$ cat src/irt_pkg.sv
package irt_pkg;
    // ============================================================
    // mode and edge encodings
    // ============================================================
    typedef enum logic [1:0] {
        IRT_SINGLE = 2'b00,
        IRT_MODULO = 2'b01,
        IRT_DEMOD = 2'b10
    } irt_mode_e;

    localparam logic [1:0] IRT_EDGE_FALL = 2'h0;
    localparam logic [1:0] IRT_EDGE_RISE = 2'h1;
    localparam logic [1:0] IRT_EDGE_BOTH = 2'h2;

    // reset values and count maximum
    localparam logic [7:0] IRT_COUNT_RST = 8'h00;
    localparam logic [7:0] IRT_COUNT_MAX = 8'hff;
    localparam logic [7:0] IRT_TICK_DIV_RST = 8'h00;

    // ============================================================
    // grouped control and status
    // ============================================================
    typedef struct packed {
        irt_mode_e mode;
        logic initLevel;
        logic intEnable;
        logic [1:0] edgeSel;
    } irt_cfg_s;

    typedef struct packed {
        logic timeout;
        logic running;
        logic counting;
    } irt_stat_s;
endpackage : irt_pkg

$ cat src/irt_eight_bit_timer.sv
// ============================================================
// Overview of operation
// enable drives initial level, loads matching reload
// single-pass stops at zero, toggles, flags timeout
// modulo-N reloads low or high by level
// first modulo-N terminal count raises no interrupt
// later terminal counts toggle, flag, repeat
// reload writes apply only at next load
// software avoids writing reload during load
// software never programs initial count one
// zero count wraps to maximum, continues
// wrap from zero is not a timeout
// software stops first, clears status second
// stop and clear act one tick later
// demodulation needs both reloads all ones
// demodulation starts counting on selected edge
// later edges capture complemented count
// counter decrements one per tick
`timescale 1ns/1ps
`default_nettype none
module irt_eight_bit_timer
    import irt_pkg::*;
#(
    parameter int DIV_W = 8
) (
    input wire logic core_clk,
    input wire logic nrst,
    input wire irt_cfg_s cfg,
    input wire logic [DIV_W-1:0] tickDivide,
    input wire logic enableWr,
    input wire logic stopWr,
    input wire logic clearWr,
    input wire logic reloadHighWr,
    input wire logic reloadLowWr,
    input wire logic [7:0] wrData,
    input wire logic demodIn,
    output logic timerToggleOutput,
    output logic [7:0] eightBitCountValue,
    output logic [7:0] captureValue,
    output logic captureStrobe,
    output logic timeoutIrq,
    output irt_stat_s status
);
    // ============================================================
    // state
    // ============================================================
    logic [7:0] reloadHighCount_q;
    logic [7:0] reloadLowCount_q;
    logic [7:0] count_q;
    logic [7:0] count_d;
    logic out_q;
    logic out_d;
    logic running_q;
    logic counting_q;
    logic counting_d;
    logic firstDone_q;
    logic timeout_q;
    logic irq_q;
    logic [7:0] capture_q;
    logic capStb_q;
    logic stopPend_q;
    logic clearPend_q;
    logic demSync1_q;
    logic demSync2_q;
    logic demPrev_q;
    logic tick;

    irt_tick_div #(.DIV_W(DIV_W)) u_div (
        .core_clk(core_clk),
        .nrst(nrst),
        .divide(tickDivide),
        .tick(tick)
    );

    // chooses the reload matching an output level
    function automatic logic [7:0] pickReload(input logic lvl, input logic [7:0] hi, input logic [7:0] lo);
        pickReload = lvl ? hi : lo;
    endfunction : pickReload

    // ============================================================
    // input edge detection, after a two-stage synchroniser
    // ============================================================
    wire logic riseEdge = demSync2_q & ~demPrev_q;
    wire logic fallEdge = ~demSync2_q & demPrev_q;
    wire logic edgeHit = (cfg.edgeSel == IRT_EDGE_RISE) ? riseEdge :
                         (cfg.edgeSel == IRT_EDGE_FALL) ? fallEdge : (riseEdge | fallEdge);

    // ============================================================
    // decode of the counting step
    // ============================================================
    wire logic isDemod = (cfg.mode == IRT_DEMOD);
    wire logic isModulo = (cfg.mode == IRT_MODULO);
    // terminal count is reaching zero from one; the wrap out of zero is not
    wire logic stepNow = running_q & counting_q & tick & ~stopPend_q;
    wire logic terminal = stepNow & (count_q == 8'h01) & ~isDemod;
    wire logic demStart = running_q & isDemod & ~counting_q & edgeHit;
    wire logic demCapture = running_q & isDemod & counting_q & edgeHit;
    wire logic reportTimeout = terminal & (~isModulo | firstDone_q);

    // next count, output and counting state
    always_comb begin
        count_d = count_q;
        out_d = out_q;
        counting_d = counting_q;
        if (enableWr) begin
            // initial level and load
            out_d = cfg.initLevel;
            count_d = pickReload(cfg.initLevel, reloadHighCount_q, reloadLowCount_q);
            counting_d = ~isDemod;
        end else if (demStart) begin
            // start on selected edge
            counting_d = 1'b1;
        end else if (terminal) begin
            out_d = ~out_q;
            if (isModulo) begin
                // reload by new level
                // reload taken only here and at enable
                count_d = pickReload(~out_q, reloadHighCount_q, reloadLowCount_q);
            end else begin
                // single pass halts at zero
                count_d = 8'h00;
                counting_d = 1'b0;
            end
        end else if (stepNow) begin
            // one per tick
            // zero wraps to maximum
            // wrap is no timeout
            count_d = count_q - 8'h01;
        end
    end

    // ============================================================
    // main counter registers
    // ============================================================
    always_ff @(posedge core_clk or negedge nrst) begin
        if (!nrst) begin
            count_q <= IRT_COUNT_RST;
            out_q <= 1'b0;
            counting_q <= 1'b0;
        end else begin
            count_q <= count_d;
            out_q <= out_d;
            counting_q <= counting_d;
        end
    end

    // reload registers, writable at any time
    always_ff @(posedge core_clk or negedge nrst) begin
        if (!nrst) begin
            reloadHighCount_q <= IRT_COUNT_RST;
            reloadLowCount_q <= IRT_COUNT_RST;
        end else begin
            if (reloadHighWr) reloadHighCount_q <= wrData;
            if (reloadLowWr) reloadLowCount_q <= wrData;
        end
    end

    // ============================================================
    // run control; stop and clear wait for the next tick
    // ============================================================
    always_ff @(posedge core_clk or negedge nrst) begin
        if (!nrst) begin
            running_q <= 1'b0;
            stopPend_q <= 1'b0;
            clearPend_q <= 1'b0;
            firstDone_q <= 1'b0;
        end else begin
            // stop lands on tick
            if (enableWr) begin
                running_q <= 1'b1;
                stopPend_q <= 1'b0;
            end else if (stopPend_q && tick) begin
                running_q <= 1'b0;
                stopPend_q <= 1'b0;
            end else if (stopWr) begin
                stopPend_q <= 1'b1;
            end
            if (clearPend_q && tick) begin
                clearPend_q <= 1'b0;
            end else if (clearWr) begin
                clearPend_q <= 1'b1;
            end
            // first modulo terminal silent
            if (enableWr) begin
                firstDone_q <= 1'b0;
            end else if (terminal) begin
                firstDone_q <= 1'b1;
            end
        end
    end

    // ============================================================
    // timeout status and interrupt; a new timeout beats a clear
    // ============================================================
    always_ff @(posedge core_clk or negedge nrst) begin
        if (!nrst) begin
            timeout_q <= 1'b0;
            irq_q <= 1'b0;
        end else begin
            // later timeouts flag
            if (reportTimeout) begin
                timeout_q <= 1'b1;
            end else if (clearPend_q && tick) begin
                timeout_q <= 1'b0;
            end
            // interrupt is a one-cycle pulse, gated by enable
            irq_q <= reportTimeout & cfg.intEnable;
        end
    end

    // ============================================================
    // synchroniser and capture
    // ============================================================
    always_ff @(posedge core_clk or negedge nrst) begin
        if (!nrst) begin
            demSync1_q <= 1'b0;
            demSync2_q <= 1'b0;
            demPrev_q <= 1'b0;
            capture_q <= IRT_COUNT_RST;
            capStb_q <= 1'b0;
        end else begin
            demSync1_q <= demodIn;
            demSync2_q <= demSync1_q;
            demPrev_q <= demSync2_q;
            capStb_q <= demCapture;
            // store complemented count
            if (demCapture) capture_q <= ~count_q;
        end
    end

    assign timerToggleOutput = out_q;
    assign eightBitCountValue = count_q;
    assign captureValue = capture_q;
    assign captureStrobe = capStb_q;
    assign timeoutIrq = irq_q;
    assign status = '{timeout: timeout_q, running: running_q, counting: counting_q};
endmodule : irt_eight_bit_timer
`default_nettype wire

$ cat src/irt_tick_div.sv
`timescale 1ns/1ps
`default_nettype none
// ============================================================
// counter/timer clock enable divider
// ============================================================
module irt_tick_div
    import irt_pkg::*;
#(
    parameter int DIV_W = 8
) (
    input wire logic core_clk,
    input wire logic nrst,
    input wire logic [DIV_W-1:0] divide,
    output logic tick
);
    logic [DIV_W-1:0] cnt_q;
    logic [DIV_W-1:0] cnt_d;
    wire logic wrapNow = (cnt_q >= divide);

    // divide of zero gives a tick every cycle
    assign cnt_d = wrapNow ? '0 : cnt_q + {{(DIV_W-1){1'b0}}, 1'b1};
    assign tick = wrapNow;

    always_ff @(posedge core_clk or negedge nrst) begin
        if (!nrst) begin
            cnt_q <= IRT_TICK_DIV_RST[DIV_W-1:0];
        end else begin
            cnt_q <= cnt_d;
        end
    end
endmodule : irt_tick_div
`default_nettype wire

$ cat config.mk
export PLATFORM = sky130hd
export DESIGN_NAME = irt_eight_bit_timer
export DESIGN_NICKNAME = d
export VERILOG_FILES = /design/src/irt_pkg.sv /design/src/irt_eight_bit_timer.sv /design/src/irt_tick_div.sv
export SDC_FILE = /design/constraint.sdc
export NUM_CORES = 1
export LEC_CHECK = 0
export BUFFER_PORTS_ARGS = -buffer_cell sky130_fd_sc_hd__buf_2
export CAP_MARGIN = 20
export CORE_ASPECT_RATIO = 0.9
export CORE_MARGIN = 5
export CORE_UTILIZATION = 50
export DETAILED_ROUTE_END_ITERATION = 16
export GPL_ROUTABILITY_DRIVEN = 0
export PLACE_DENSITY = 0.77
export SLEW_MARGIN = 20
export SYNTH_ARGS = -nofsm -noshare
export SYNTH_HDL_FRONTEND = slang
export SYNTH_HIERARCHICAL = 1
export SYNTH_SLANG_ARGS = --single-unit
$ cat constraint.sdc
create_clock -name core_clk -period 2.75 [get_ports core_clk]
set_input_delay 0.1375 -clock core_clk [delete_from_list [all_inputs] [get_ports core_clk]]
set_output_delay 0.1375 -clock core_clk [all_outputs]
set_load 0.005 [all_outputs]
* After elaboration in Yosys (flattened, before gate mapping)
Index checks and enable logic that the tools add are counted.
** Storage, ports and cells
- Register bits :: 52
- Bits of input ports :: 30
- Output and inout port bits :: 22
- Word-level logic and storage cells :: 91
** Operators by class
- Multiplexer cells :: 28
- Eq/ne operators :: 6
- Reductions and logical operators :: 13
- Magnitude comparators :: 1
- $add $sub $neg :: 2
- Bitwise logic cells :: 24
** Operator list (count)
- $mux 8 :: 8
- $mux 1 :: 20
- $and 1x1->1 :: 14
- $reduce_bool 3->1 :: 3
- $add 8x1->8 const B :: 1
- $eq 8x1->1 const B :: 1
- $ge 8x8->1 :: 1
- $not 8->8 :: 1
- $reduce_bool 2->1 :: 4
- $sub 8x1->8 const B :: 1
- $not 1->1 :: 7
- $reduce_and 2->1 :: 3
- $eq 2x1->1 const B :: 2
- $ne 3x2->1 const B :: 1
- $eq 2x2->1 const B :: 1
- $logic_and 1x1->1 :: 2
- $logic_not 2->1 :: 1
- $ne 2x2->1 const B :: 1
- $or 1x1->1 :: 2

* Longest topological paths before layout
- Depth after elaboration :: 8
- Depth in mapped cells :: 10
- Gate-level depth less buffers :: 9

* Modules after synthesis
The synthesis kept the hierarchy.
** By module, submodules not included
- irt_eight_bit_timer :: area an instance 2290.9 sq um, seq. area each 1101.1 sq um, instances 1, cells each 212
- irt_tick_div :: area an instance 555.5 sq um, seq. area each 200.2 sq um, instances 1, cells each 54

* Least setup slack after synthesis
Ideal clock, no wire load.
- Path kind :: reg-to-reg
- From :: register u_div.cnt_q[6]
- To :: register count_q[5], in the netlist eightBitCountValue[5]
- Arrival time :: 2245 ps
- Slack :: 382 ps
- Buffers on the path :: 0
- Stages on the path, launching flop included :: 9
- Library setup time :: 123 ps
- Cell sequence :: dfrtp_1 > ha_1 > and3_1 > o211ai_1 > o21ai_2 > nand4b_1 > nor2_1 > o21ai_0 > o221a_1
** Between the ends
- Longest elaborated chain between the ends :: 8
- Elaborated cells on any way between the ends :: 10
** RTL lines
- start, declared :: line irt_tick_div.sv:16 : logic [DIV_W-1:0] cnt_q;
- start signal, assigned :: line irt_tick_div.sv:26 : cnt_q <= IRT_TICK_DIV_RST[DIV_W-1:0];
- start signal, assigned :: line irt_tick_div.sv:28 : cnt_q <= cnt_d;
- $ge 8x8->1 (*) :: line irt_tick_div.sv:18 : wire logic wrapNow = (cnt_q >= divide);
- named net tick :: line irt_eight_bit_timer.sv:66 : logic tick;
- $and 1x1->1 (*) (2 in a row) :: line irt_eight_bit_timer.sv:94 : wire logic stepNow = running_q & counting_q & tick & ~stopPend_q;
- $and 1x1->1 (2 in a row) :: line irt_eight_bit_timer.sv:95 : wire logic terminal = stepNow & (count_q == 8'h01) & ~isDemod;
- $mux 8 :: line irt_eight_bit_timer.sv:113 : end else if (terminal) begin
- $mux 8 :: line irt_eight_bit_timer.sv:110 : end else if (demStart) begin
- $mux 8 :: line irt_eight_bit_timer.sv:105 : if (enableWr) begin
- end signal, assigned :: line irt_eight_bit_timer.sv:141 : count_q <= count_d;
- end, declared :: line irt_eight_bit_timer.sv:49 : logic [7:0] count_q;
The timed path passes the listed nets; every way through them passes the cells marked *. The select of a mux whose other input is x is not followed.
A chain may end at the register's enable or synchronous reset.

* Worst setup path after layout
- From :: register u_div.cnt_q[6]
- To :: register count_q[2], in the netlist eightBitCountValue[2]
The elaborated chain is that of the path after synthesis.

==> Flow_metrics.wiki <==
{| class="wikitable"
! Metric !! Value
|-
| Fraction of synthesis flops using an asynchronous set or reset pin || 100%
|-
| Worst-margin pin slew || 0.761 ns
|-
| GRT Util Overall || 17.9%
|-
| Total area of multi-input combinational cells || 1380 µm²
|-
| Clock buffer count from CTS || 5
|-
| Netlist cell types || 54
|-
| Final design utilization || 58.3%
|-
| Area of the core || 5600 µm²
|-
| Cell count after placement || 377
|-
| Worst Skew || 0.0125 ns
|-
| Biggest area consumer among synthesized cells || sky130_fd_sc_hd__dfrtp_1
|-
| Chain of cells forming the critical path || ha_1 > and3_1 > o211ai_1 > o21ai_2 > and4b_1 > nand3_1 > nor4_1 > a211oi_1
|-
| Number of DRC violations after detailed routing || 0
|-
| Synthesized Nets || 309
|-
| Critical Path End Type || flip-flop
|-
| Register area || 1300 µm²
|-
| Total leakage power || 1.60 nW
|-
| Drt pass-1 iters || 4
|-
| Final Setup Violations || 0
|-
| CTS root buf || sky130_fd_sc_hd__clkbuf_8
|-
| Category of the worst setup path launch point || flip-flop
|-
| Number of violations reported at the end of detailed-routing iteration 0 || 154
|-
| Non-filler instance count after layout || 387
|-
| Height of the die || 81.6 µm
|-
| Number of enable-type register cells in the synthesized netlist || 0
|-
| Number of setup buffers added after CTS || 0
|-
| Maximum number of pins on one net before global-route repair || 35
|-
| Count of hold buffers inserted by post-cts repair || 2
|-
| Mean cell area of the mapped netlist || 10.7 µm²
|-
| Final Hold Viols || 0
|-
| Number of max-capacitance violations reported || 0
|-
| Max-slew violation total from the final report || 0
|-
| Hpwl dp || 4.69 mm
|-
| Min cycle time layout || 2.38 ns
|-
| Area of all placed cells without fillers || 3260 µm²
|-
| Floorplan die area || 7300 µm²
|-
| Maximum fanout encountered on the critical timing path || 8
|-
| Number of H-tree levels || 2
|-
| Total placed instance area || 3150 µm²
|-
| Fill cell total of the finished layout || 497
|-
| Critical path class || reg2reg
|-
| Register area share after synthesis || 45.7%
|-
| # IOs || 52
|-
| R2r setup slk || 0.37 ns
|-
| Buffer depth of the longest clock path || 2
|-
| TritonCTS clock tree || built
|-
| Ratio of final minimum period to clock period || 86.5%
|-
| Synthesized netlist cell count || 266
|-
| Arrival time reported for the critical path endpoint || 2.55 ns
|-
| Fraction of synthesized cell area taken by the top area cell type || 45.7%
|-
| Total via count after detailed routing || 2113
|-
| Clock sink total || 52
|-
| Vias in the first global route || 2092
|-
| Slowest stage cell on the critical path || sky130_fd_sc_hd__dfrtp_1
|-
| Final #Nets || 359
|-
| Final global-route overflow total || 0
|-
| Remaining number of nets flagged by the antenna check after routing || 0
|-
| Type of the most critical hold path || in2reg
|-
| Post-synth design cell area || 2850 µm²
|-
| Worst VDD drop || 0.000281 V
|-
| Final wirelength || 6.07 mm
|-
| CTS resizes || 0
|-
| Status || completed
|-
| Routed len/inst || 15.7 µm
|-
| Antenna violations before repair || 0
|-
| First-pass GRT wire length || 10.1 mm
|-
| Vias per std cell || 5.46
|-
| RSZ-0062 raised after global routing || false
|-
| Fraction of final layout cells sized beyond drive strength 1 || 28.1%
|-
| Antenna diodes || 0
|-
| Slowest cell delay on critical path || 0.42 ns
|-
| Primary FF master, synth || sky130_fd_sc_hd__dfrtp_1
|-
| Count of state elements after synthesis || 52
|-
| Setup TNS || 0 ns
|-
| Synth warnings || 6
|-
| Max Fclk || 0.420 GHz
|-
| Initial core utilization || 50.9%
|-
| Buffers on Ports || 51
|-
| Slew headroom || 49.3%
|-
| Leading cell types by total area after synthesis || sky130_fd_sc_hd__dfrtp_1 46%, sky130_fd_sc_hd__mux2i_1 8.1%, sky130_fd_sc_hd__mux2_2 7.5%
|-
| Required @ worst endpoint || 2.93 ns
|-
| Register clock-pin slew on the reported worst setup and hold paths || 0.09 ns
|-
| Skew-Pair Late Insertion Delay || 0.31 ns
|-
| Die Width || 89.5 µm
|-
| Number of placement rows || 26
|-
| Area growth from synthesis to layout || 14.5%
|-
| Power density cells || 672 nW/µm²
|}
## per-stage QoR
step	hold slack, ns	worst slack [ns]	total power, mW
6_report	0.0690	0.371	2.19
3_3_place_gp	0.233	0.527	1.73
5_1_grt	0.0638	0.242	2.35
3_5_place_dp	0.242	0.424	1.76
2_1_floorplan	-0.158	0.382	1.52
4_1_cts	0.0649	0.397	2.21
## report_power, final
part / switching, mW / internal [mW]
clock network: 0.247 / 0.205
logic: 0.323 / 0.336
registers: 0.156 / 0.926
total: 0.725 / 1.47
## metal layers
layer | wire length (µm) | global-route usage, % | vias to the layer above
met4 | 80 | 5.65 | 0
met2 | 2880 | 27.8 | 75
li1 | - | - | 1024
met1 | 2680 | 24.9 | 1005
met3 | 429 | 4.21 | 9
met5 | 0 | 0 | -
## critical path, delay by kind of cell, from the launching register on
| kind | cells | cell delay (ns) |
|---|---|---|
| compound gates | 3 | 0.37 |
| fa+ha+maj | 1 | 0.30 |
| flops | 1 | 0.42 |
| simple gates | 4 | 1.14 |
## registers in the layout, summed over array words and instances (netlist names)
register / count
timeout_q: 1
demSync1_q: 1
reloadLowCount_q: 8
stopPend_q: 1
timerToggleOutput: 1
reloadHighCount_q: 8
timeoutIrq: 1
running_q: 1
counting_q: 1
demSync2_q: 1
captureValue: 8
eightBitCountValue: 8
firstDone_q: 1
captureStrobe: 1
clearPend_q: 1
u_div/cnt_q: 8
demPrev_q: 1
## Yosys cell counts (2+ instances only)
library cell               instances
sky130_fd_sc_hd__nor3_1            6
sky130_fd_sc_hd__clkbuf_1          8
sky130_fd_sc_hd__o221ai_1          2
sky130_fd_sc_hd__nand2_1          13
sky130_fd_sc_hd__ha_1             13
sky130_fd_sc_hd__mux2_2           19
sky130_fd_sc_hd__nor2b_1           3
sky130_fd_sc_hd__o31ai_1           3
sky130_fd_sc_hd__dfrtp_1          52
sky130_fd_sc_hd__nor2_1           22
sky130_fd_sc_hd__nor4_1            3
sky130_fd_sc_hd__buf_4             3
sky130_fd_sc_hd__mux2i_1          23
sky130_fd_sc_hd__nand2b_1          2
sky130_fd_sc_hd__a21oi_1           4
sky130_fd_sc_hd__xnor2_1           4
sky130_fd_sc_hd__a31oi_1           2
sky130_fd_sc_hd__and2_1            2
sky130_fd_sc_hd__o211ai_1          3
sky130_fd_sc_hd__nand3_1           7
sky130_fd_sc_hd__inv_1            25
sky130_fd_sc_hd__a211oi_1          3
sky130_fd_sc_hd__and3_1            3
sky130_fd_sc_hd__xor2_1            6
sky130_fd_sc_hd__o21ai_0           6
## cell families after synthesis
| group | Yosys count | synth area share (%) |
|---|---|---|
| flops | 52 | 45.7 |
| mux | 42 | 15.6 |
| xor+xnor | 10 | 3.08 |
| fa+ha+maj | 13 | 5.71 |
| compound gates | 37 | 10.9 |
| buf+inv | 40 | 5.98 |
| simple gates | 72 | 13.0 |
## layout by cell type (no fill, tap or decap), types with 2 or more instances in the layout
cell type	instances
sky130_fd_sc_hd__and3_1	3
sky130_fd_sc_hd__buf_2	51
sky130_fd_sc_hd__xor2_1	6
sky130_fd_sc_hd__nor2_1	22
sky130_fd_sc_hd__o21ai_0	6
sky130_fd_sc_hd__nor3_1	6
sky130_fd_sc_hd__mux2i_1	23
sky130_fd_sc_hd__o221ai_1	2
sky130_fd_sc_hd__dfrtp_1	52
sky130_fd_sc_hd__nor2b_1	3
sky130_fd_sc_hd__inv_1	25
sky130_fd_sc_hd__ha_1	13
sky130_fd_sc_hd__mux2_2	19
sky130_fd_sc_hd__buf_4	4
sky130_fd_sc_hd__nor4_1	3
sky130_fd_sc_hd__xnor2_1	4
sky130_fd_sc_hd__o31ai_1	3
sky130_fd_sc_hd__a21oi_1	4
sky130_fd_sc_hd__o211ai_1	3
sky130_fd_sc_hd__clkbuf_8	6
sky130_fd_sc_hd__nand3_1	7
sky130_fd_sc_hd__a31oi_1	2
sky130_fd_sc_hd__dlygate4sd3_1	2
sky130_fd_sc_hd__nand2b_1	2
sky130_fd_sc_hd__and2_1	2
sky130_fd_sc_hd__a211oi_1	3
sky130_fd_sc_hd__nand2_1	13
## worst paths after layout
| kind | startpoint | endpoint | depth (start not counted) |
|---|---|---|---|
| min | wrData[6] | reloadLowCount_q[6]$_DFFE_PN0P_ | 2 |
| min in group asynchronous | nrst | captureValue[6]$_DFFE_PN0P_ | 2 |
| min reg2reg | demSync1_q$_DFF_PN0_ | demSync2_q$_DFF_PN0_ | 0 |
| max in group asynchronous | nrst | reloadHighCount_q[7]$_DFFE_PN0P_ | 3 |
| max reg2reg | u_div/cnt_q[6]$_DFF_PN0_ | eightBitCountValue[2]$_DFFE_PN0P_ | 8 |
| max | u_div/cnt_q[6]$_DFF_PN0_ | eightBitCountValue[2]$_DFFE_PN0P_ | 8 |
## final cells by class
class	instances	area share [%]
Multi-Input combinational cell	174	42.2
Sequential cell	52	39.9
Timing Repair Buffer	57	9.36
Inverter	26	2.99
Tap cell	70	2.69
Clock buffer	7	2.65
Clock inverter	1	0.230
Note: power is estimated with default switching activity, not from simulation.
